File: config.mk
export PLATFORM = sky130hd
export DESIGN_NAME = ivpm_map
export DESIGN_NICKNAME = d
export VERILOG_FILES = /design/src/verilog/ivpm_pkg.sv /design/src/verilog/ivpm_map.sv
export SDC_FILE = /design/constraint.sdc
export NUM_CORES = 1
export LEC_CHECK = 0
export ABC_AREA = 1
export BUFFER_PORTS_ARGS = -buffer_cell sky130_fd_sc_hd__buf_2
export CORE_UTILIZATION = 30
export DETAILED_ROUTE_END_ITERATION = 10
export HOLD_SLACK_MARGIN = 0.05
export PLACE_DENSITY = 0.55
export SYNTH_ARGS = -nofsm -noshare
export SYNTH_HDL_FRONTEND = slang
export SYNTH_SLANG_ARGS = --single-unit
File: constraint.sdc
create_clock -name clk -period 1.1 [get_ports clk]
set_input_delay 0.11 -clock clk [delete_from_list [all_inputs] [get_ports clk]]
set_output_delay 0.11 -clock clk [all_outputs]
set_load 0.05 [all_outputs]
File: src/verilog/ivpm_pkg.sv
// constants and carrier types for the interrupt vector and priority map
// assumes one system clock and an active-low asynchronous reset
// Contract
// - there are 24 request lines, line n vectors at upper 16'hfffa-2n and lower one above.
// - each line takes a two-bit level from its own field of the level settings.
// - among pending lines of the same best level the lowest number is served first.
// - external channels 4 and 5 drive lines 0 and 1, 2 and 6 share line 2, 3 and 7 line 3.
// - composite timer 0 lower/upper use lines 5/6, timer 1 upper line 14, lower line 22.
// - a read of an unassigned peripheral address returns an undefined value.
package ivpm_pkg;

  // ----------------------------------------
  // line map
  // ----------------------------------------
  localparam int unsigned NUM_LINES = 24;
  localparam int unsigned LEVEL_W = 2;
  localparam int unsigned LINE_IDX_W = 5;
  localparam logic [15:0] VEC_BASE_UPPER = 16'hfffa;
  localparam logic [15:0] VEC_STEP = 16'h0002;
  localparam logic [1:0] LEVEL_RESET = 2'h3;
  localparam logic [1:0] LEVEL_DISABLED = 2'h3;

  localparam int unsigned LINE_EXT4 = 0;
  localparam int unsigned LINE_EXT5 = 1;
  localparam int unsigned LINE_EXT2_6 = 2;
  localparam int unsigned LINE_EXT3_7 = 3;
  localparam int unsigned LINE_TMR0_LO = 5;
  localparam int unsigned LINE_TMR0_HI = 6;
  localparam int unsigned LINE_UART_RX = 7;
  localparam int unsigned LINE_UART_TX = 8;
  localparam int unsigned LINE_TMR1_HI = 14;
  localparam int unsigned LINE_ADC = 18;
  localparam int unsigned LINE_TBT = 19;
  localparam int unsigned LINE_WPRE = 20;
  localparam int unsigned LINE_TMR1_LO = 22;
  localparam int unsigned LINE_FLASH = 23;

  // lines with a source in each variant
  localparam logic [23:0] USED_FULL = 24'hdc41ef;
  localparam logic [23:0] USED_SMALL = 24'h9c0065;
  localparam logic [23:0] USED_NO_UART = 24'hdc406f;

  typedef enum logic [1:0] {ivpm_var_full, ivpm_var_small, ivpm_var_no_uart} ivpm_variant_e;

  // ----------------------------------------
  // carriers
  // ----------------------------------------
  typedef struct packed {
    logic [7:0] ext;
    logic tmr0_lo;
    logic tmr0_hi;
    logic tmr1_lo;
    logic tmr1_hi;
    logic uart_rx;
    logic uart_tx;
    logic adc;
    logic tbt;
    logic wpre;
    logic flash;
  } ivpm_src_s;

  typedef struct packed {
    logic valid;
    logic [4:0] line;
    logic [1:0] level;
    logic [15:0] vec_upper;
    logic [15:0] vec_lower;
  } ivpm_req_s;

endpackage

File: src/verilog/ivpm_map.sv
// request line mapping, level lookup and same-level priority resolve
// assumes sources are synchronous to clk; the core accepts a request
// when its level is numerically below its current mask level
`timescale 1ns/10ps
module ivpm_map #(
  parameter ivpm_pkg::ivpm_variant_e VARIANT = ivpm_pkg::ivpm_var_full
) (
  input wire logic clk,
  input wire logic rst_n,
  input wire ivpm_pkg::ivpm_src_s src,
  input wire logic [47:0] level_fields,
  input wire logic [1:0] cpu_mask_level,
  output ivpm_pkg::ivpm_req_s req,
  output logic [23:0] pending_lines,
  output logic [7:0] unmapped_read_data
);

  // ----------------------------------------
  // state
  // ----------------------------------------
  typedef struct packed {
    ivpm_pkg::ivpm_req_s req;
    logic [23:0] pending;
    logic [7:0] noise;
  } ivpm_state_s;

  ivpm_state_s state_ff;
  ivpm_state_s nxt_state;

  initial
  begin
    if (ivpm_pkg::NUM_LINES * ivpm_pkg::LEVEL_W != 48)
    begin
      $error("level field width mismatch");
    end
  end

  function automatic logic [23:0] used_mask(input ivpm_pkg::ivpm_variant_e v);
    unique case (v)
      ivpm_pkg::ivpm_var_full: used_mask = ivpm_pkg::USED_FULL;
      ivpm_pkg::ivpm_var_small: used_mask = ivpm_pkg::USED_SMALL;
      ivpm_pkg::ivpm_var_no_uart: used_mask = ivpm_pkg::USED_NO_UART;
      default: used_mask = 24'h000000;
    endcase
  endfunction

  function automatic logic [15:0] vec_upper_of(input logic [4:0] line);
    vec_upper_of = ivpm_pkg::VEC_BASE_UPPER - 16'(line) * ivpm_pkg::VEC_STEP;
  endfunction

  // ----------------------------------------
  // source to line mapping
  // ----------------------------------------
  logic [23:0] raw_lines;
  logic [23:0] used;

  always_comb
  begin
    raw_lines = 24'h000000;
    raw_lines[ivpm_pkg::LINE_EXT4] = src.ext[4];
    raw_lines[ivpm_pkg::LINE_EXT5] = src.ext[5];
    raw_lines[ivpm_pkg::LINE_EXT2_6] = src.ext[2] | src.ext[6];
    raw_lines[ivpm_pkg::LINE_EXT3_7] = src.ext[3] | src.ext[7];
    raw_lines[ivpm_pkg::LINE_TMR0_LO] = src.tmr0_lo;
    raw_lines[ivpm_pkg::LINE_TMR0_HI] = src.tmr0_hi;
    raw_lines[ivpm_pkg::LINE_TMR1_HI] = src.tmr1_hi;
    raw_lines[ivpm_pkg::LINE_TMR1_LO] = src.tmr1_lo;
    raw_lines[ivpm_pkg::LINE_UART_RX] = src.uart_rx;
    raw_lines[ivpm_pkg::LINE_UART_TX] = src.uart_tx;
    raw_lines[ivpm_pkg::LINE_ADC] = src.adc;
    raw_lines[ivpm_pkg::LINE_TBT] = src.tbt;
    raw_lines[ivpm_pkg::LINE_WPRE] = src.wpre;
    raw_lines[ivpm_pkg::LINE_FLASH] = src.flash;
    used = used_mask(VARIANT);
  end

  // ----------------------------------------
  // resolve: best level, then lowest line
  // ----------------------------------------
  logic [23:0] live;
  logic found;
  logic [4:0] win_line;
  logic [1:0] win_level;
  logic [1:0] lvl;

  always_comb
  begin
    live = raw_lines & used;
    found = 1'b0;
    win_line = 5'h00;
    win_level = ivpm_pkg::LEVEL_DISABLED;
    lvl = 2'h0;
    for (int i = 0; i < 24; i++)
    begin
      lvl = level_fields[2 * i +: 2];
      // strict less keeps the lower line on a tie
      if (live[i] && (!found || lvl < win_level))
      begin
        found = 1'b1;
        win_line = 5'(i);
        win_level = lvl;
      end
    end
  end

  always_comb
  begin
    nxt_state = state_ff;
    nxt_state.pending = live;
    nxt_state.req.valid = found && (win_level < cpu_mask_level);
    nxt_state.req.line = win_line;
    nxt_state.req.level = win_level;
    nxt_state.req.vec_upper = vec_upper_of(win_line);
    nxt_state.req.vec_lower = vec_upper_of(win_line) + 16'h0001;
    // free-running value; unassigned reads need not be stable
    nxt_state.noise = {state_ff.noise[6:0], state_ff.noise[7] ^ state_ff.noise[5]
      ^ state_ff.noise[4] ^ state_ff.noise[3]};
  end

  always_ff @(posedge clk or negedge rst_n)
  begin
    if (!rst_n)
    begin
      state_ff <= '{req: '{valid: 1'b0, line: 5'h00, level: ivpm_pkg::LEVEL_RESET,
        vec_upper: ivpm_pkg::VEC_BASE_UPPER, vec_lower: 16'hfffb},
        pending: 24'h000000, noise: 8'ha5};
    end
    else
    begin
      state_ff <= nxt_state;
    end
  end

  assign req = state_ff.req;
  assign pending_lines = state_ff.pending;
  assign unmapped_read_data = state_ff.noise;

endmodule

* After elaboration in Yosys (flattened, before gate mapping)
Index checks and enable logic that the tools add are counted.
Cells by class: reductions and logical operators 40, bitwise logic cells 5, muxes and demuxes 41, magnitude comparators 14, $add $sub $neg 2
Operators with widths (number):
- 2-to-1 mux 5 bit | 7
- 2-to-1 mux 2 bit | 16
- less-than comparator 2 bit | 14
- 2-to-1 mux 1 bit | 15
- logical AND 1 bit | 14
- zero test 1 bit | 13
- logical OR 1 bit | 13
- adder 8 x 2 -> 9 bit (second input constant) | 1
- 2-to-1 mux 3 bit | 3
- subtractor 4 x 7 -> 8 bit (first input constant) | 1
- bitwise XOR 1 bit | 3
- bitwise OR 1 bit | 2
Storage, ports and cells: bits of input ports 70, output and inout bits 72, flip-flop bits (word level) 47, word-level logic and storage cells 109

* Depth between registers and ports, before layout
depth after elaboration 55, depth in mapped cells 82, mapped depth without buffers 82

* Worst setup path before layout
OpenSTA, ideal clock, no wires.
path type input to register, start input port level_fields[1], end register state_ff (netlist bit req[39]), slack -4.801 ns, arrival time 5.828 ns, path buffers 0, data required time 1.027 ns, setup time 0.073 ns, cell stages on the path 79, cell sequence inv_1 > nand2_1 > nand2_1 > nand2_1 > nand2_1 > nand2_1 > nand2_1 > nand2_1 > nand2_2 > nand2_2 > nand2_1 > nand2_1 > nor2_1 > nand2_1 > nand2_2 > nand2_2 > nand2_1 > nand2_1 > [43 not listed] > nand2_1 > nand2_2 > nand2_2 > nand2_1 > nand2_1 > nor2_1 > nand2_1 > nand2_2 > nand2_4 > o21ai_0 > ha_1 > nand2_1 > nand2_1 > nand2_2 > nand2_4 > a21oi_1 > ha_1 > a21oi_2
RTL lines:
- from (decl) | RTL line ivpm_map.sv:11 | input wire logic [47:0] level_fields,
- to (signal assigned) | RTL line ivpm_map.sv:124 | state_ff <= '{req: '{valid: 1'b0, line: 5'h00, level: ivpm_pkg::LEVEL_RESET,
- to (signal assigned) | RTL line ivpm_map.sv:130 | state_ff <= nxt_state;
- to (decl) | RTL line ivpm_map.sv:27 | ivpm_state_s state_ff;

* Worst setup path after layout
start input port level_fields[1], end register state_ff (netlist bit req[20])
On the way: longest elaborated chain between the ends 54, elaborated cells on any way between the ends 90, classes of those cells 1 x add/sub; 13 x order compare; 38 x mux; 38 x reduce/logical
RTL lines:
- 2-to-1 mux 2 bit * | RTL line ivpm_map.sv:97 | if (live[i] && (!found || lvl < win_level))
- less-than comparator 2 bit | RTL line ivpm_map.sv:97
- logical OR 1 bit | RTL line ivpm_map.sv:97
- logical AND 1 bit | RTL line ivpm_map.sv:97
- 2-to-1 mux 2 bit or 2-to-1 mux 1 bit (tied branches) | RTL line ivpm_map.sv:97
- less-than comparator 2 bit or zero test 1 bit (tied branches) | RTL line ivpm_map.sv:97
- logical OR 1 bit | RTL line ivpm_map.sv:97
- logical AND 1 bit | RTL line ivpm_map.sv:97
- [38 not listed]
- logical OR 1 bit | RTL line ivpm_map.sv:97
- logical AND 1 bit | RTL line ivpm_map.sv:97
- 2-to-1 mux 2 bit or 2-to-1 mux 1 bit (tied branches) | RTL line ivpm_map.sv:97
- less-than comparator 2 bit or zero test 1 bit (tied branches) | RTL line ivpm_map.sv:97
- logical OR 1 bit | RTL line ivpm_map.sv:97
- logical AND 1 bit | RTL line ivpm_map.sv:97
- 2-to-1 mux 5 bit * | RTL line ivpm_map.sv:97
- subtractor 4 x 7 -> 8 bit * | RTL line ivpm_map.sv:48 | vec_upper_of = ivpm_pkg::VEC_BASE_UPPER - 16'(line) * ivpm_pkg::VEC_STEP;
Every way passes the cells marked *; elsewhere a longest branch is shown, timed or not.

==> run summary <==
Across the VDD grid, the largest voltage drop is 587 uV. Ranked by total cell area, the synthesized netlist is headed by dfrtp_1, nand2_1, buf_4. STA classifies the critical path startpoint as an input port. Measured on the finished design, the core utilization comes to 59.5%.

Setup violations remaining at the end of the flow were counted as 22. Static timing analysis puts the maximum clock frequency at 158 MHz. Among all flip-flop cells after synthesis, the most frequent one is dfrtp_1. In this design, the stage delay of the slowest critical-path cell is 0.19 ns. For the total design power, the log shows 8020 uW. The routed wirelength normalized by instance count was 10.5 um. For the total routed wirelength, the log shows 7300 um.

The critical path buffer and inverter count is 42, and the minimum hold slack is 0.0731 ns. Prior to clock tree synthesis, the placed netlist has a worst setup slack of -5.45 ns. The setup path with the least slack is of type input port to flip-flop. The final cycle utilization of the critical path is 574%. For the power spent charging and discharging nets, the log shows 3500 uW. The layout has 676 filler cells.

The H-tree generated during clock tree synthesis spans 2 levels. Detailed routing inserted a total of 2887 vias. The run gives 0.00827 ns as the final clock skew. The die is 93.3 um tall.

The kind of cell with the highest combined delay on the critical path is buffers and inverters. Counting the buffers created by CTS gives 5. The flow ran to the end, but the final reports show violations. The final number of hold-violating endpoints is 0. The average instance in the mapped netlist occupies 7.08 um2.

The class of the most critical hold timing path is input port to flip-flop. The floorplan step set the die width to 93.3 um. For this design the static power due to leakage is 0.00265 uW. The area added between synthesis and finish came out at 87.9%.

The biggest area contributor in the post-synthesis netlist is dfrtp_1. For the area of placed instances, the log shows 3510 um2. The clock network accounts for 15.1% of the total power. The commonest cells after synthesis are nand2_1, inv_1, buf_4. The top cell type by area accounts for 24.0% of the synthesized area. Combinational logic burns 63.6% of the power. The clock slew at the register clock pins of the worst setup and hold paths came out at 0.07 ns. The TritonCTS sink count came out at 35. The cell repeated most along the worst path is buf_4. For the worst setup path, the data arrival time is 6.53 ns. Summed over all layers, the global routing overflow is 0.

The fraction of power spent switching nets is 43.7%. The standard cell with the maximum stage delay on the critical path was a31oi_1. The logs give 32 for the cell row count and 35.6% for the sequential-to-total area share from yosys stat. The post-route minimum period came out at 6.32 ns. Required time at the worst-slack endpoint: 1.32 ns. The post-synthesis async set-or-reset flop share works out to 100%. The checks that failed: negative setup slack. The tools report the total of warnings raised by yosys as 0. The first global-routing pass estimated 10800 um of wire.

0 antenna diodes ended up in the layout. The buffer type at the clock tree root is clkbuf_8. The part of the total power dissipated in sequential elements is 21.3%. After detailed routing, the number of remaining DRC violations is 0.

The power density over the cells is 1710 nW/um2. The later-pin clock latency in the skew report was 0.30 ns; the post-synthesis register bit count was 35. The count of port buffers added during placement is 89. Setup repair after global routing could not meet its margin everywhere. The run gives 0 as the final-report max-slew violation count. Yosys mapped the design onto 31 distinct sky130hd cell types.

The count of TritonRoute iterations in the first routing pass came out at 4. The maximum number of pins on one net before global-route repair was 36; the average vias per placed instance was 4.17. The die footprint was 8700 um2. The region available for standard cell placement spans 7890 um2. The longest clock path from root to sink contains 2 buffers. For the placer congestion estimate, the log shows 0.775.

The synthesized design contains 0 enable-type register cells. The maximum fanout along the worst path came out at 3. In the final layout, the share of cells above drive strength 1 is 60.7%. With fillers left out, the area of the finished cells amounts to 4690 um2.

The tools report the number of antenna violations at the first check in global routing as 0. The cell area that synthesis handed to floorplanning was 2500 um2. In the final design database the tool counted 663 nets.

The internal power of the cells totals 4510 uW. Summing all multi-input logic gate instances after layout gives 1440 um2. The logs give 4470 um for the HPWL after detailed placement and 49 for the count of routing violations after the opening detailed-route iteration.

Synthesis handed over a netlist of 353 instances. Across the whole layout, storage elements account for 890 um2. The I/O pin count is 142, and the initial core utilization is 31.7%. The logs give 0 for the count of nets left with antenna violations after detail routing and 2630 for the via count of the first global-routing pass. The worst setup path is captured at a flip-flop. The total routing usage reported by global routing was 15.5%. The tool flagged a number of max-cap violations equal to 0. For the minimum setup slack in the final design, the log shows -5.22 ns. TritonCTS built the clock tree. By instance count, the leading cell after synthesis is nand2_1.
## timing repair
| action | CTS | global route |
|---|---|---|
| resized for setup | 61 | 78 |
| pin swaps | 11 | 23 |
| cloned | 0 | 0 |
| setup buffers | 56 | 15 |
| hold buffers | 5 | 2 |
| hold endpoints to repair | 41 | 2 |
| endpoints found under the setup margin | 28 | 34 |
## cell families (layout without fill, tap and decap cells)
family | Yosys count | count (layout) | share of synthesized area, %
and+or+nand+nor | 190 | 190 | 35.1
AOI/OAI and AO/OA | 14 | 14 | 3.71
buffers and inverters | 105 | 314 | 22.4
other | 2 | 31 | 0.301
xor gates and xnor gates | 4 | 4 | 1.40
DFF | 35 | 35 | 35.6
adders and majority gates | 3 | 3 | 1.50
## worst min-delay path: cells and delay by family
kind | cells | cell delay [ns]
buffers and inverters | 1 | 0.11
AOI/OAI and AO/OA | 1 | 0.04
and+or+nand+nor | 1 | 0.06
## worst paths after layout
path                       slack [ns]             startpoint  depth (start not counted)                    end
hold / removal                   0.07      cpu_mask_level[0]                          3                req[39]
hold reg to reg                  0.38  unmapped_read_data[1]                          0  unmapped_read_data[2]
max in group asynchronous        0.54                  rst_n                          3                req[33]
min in group asynchronous        0.30                  rst_n                          3       pending_lines[0]
setup reg to reg                 0.06  unmapped_read_data[5]                          3  unmapped_read_data[0]
setup / recovery                -5.22        level_fields[1]                         58                req[20]
## layout by cell type, fill, tap and decap left out, types with 2 or more instances in the layout
| cell | count |
|---|---|
| nand3_4 | 2 |
| inv_2 | 4 |
| nand3_1 | 31 |
| clkbuf_8 | 5 |
| buf_2 | 64 |
| dlygate4sd3_1 | 7 |
| buf_4 | 144 |
| xor2_1 | 2 |
| buf_6 | 8 |
| clkbuf_4 | 5 |
| nor2_1 | 19 |
| nand2_4 | 13 |
| dfrtp_1 | 24 |
| dfstp_2 | 11 |
| nand2_2 | 52 |
| nor2_2 | 6 |
| buf_8 | 17 |
| a21oi_2 | 3 |
| nand3_2 | 10 |
| nand2_1 | 51 |
| o211ai_1 | 2 |
| inv_1 | 54 |
| conb_1 | 31 |
| a31oi_1 | 2 |
## power by group through the flow
| stage | clock (uW) | sequential (uW) | combinational (uW) |
|---|---|---|---|
| finish | 1210 | 1700 | 5100 |
| global placement | 0 | 1650 | 3640 |
| detailed placement | 0 | 1650 | 3680 |
| floorplan | 0 | 2400 | 1910 |
| global route | 1320 | 1720 | 5450 |
| CTS | 1250 | 1690 | 4510 |
## metrics by stage
step / cells / setup TNS [ns]
2_1_floorplan: 382 / -51.72
3_3_place_gp: 607 / -60.90
3_5_place_dp: 607 / -62.33
4_1_cts: 676 / -58.07
5_1_grt: 693 / -68.25
6_report: 693 / -60.26
## sequential cells by signal, indices dropped and copies added (netlist names)
register,flops
pending_lines,14
req,13
unmapped_read_data,8
## layout make-up
type	count	area share (%)
repair buffers	246	39.9
multi-input cells	242	30.7
flip-flops and latches	35	18.9
inverters	60	5.22
well taps	102	2.72
clock buffers	5	1.47
clock inverters	3	1.01
## metal layers
metal / GRT usage [%] / wire [um] / vias to the layer above
li1: - / - / 1471
met1: 16.2 / 2770 / 1301
met2: 29.8 / 4000 / 101
met3: 3.09 / 358 / 14
met4: 6.15 / 177 / 0
met5: 0 / 0 / -
Note: power is estimated with default switching activity, not from simulation.
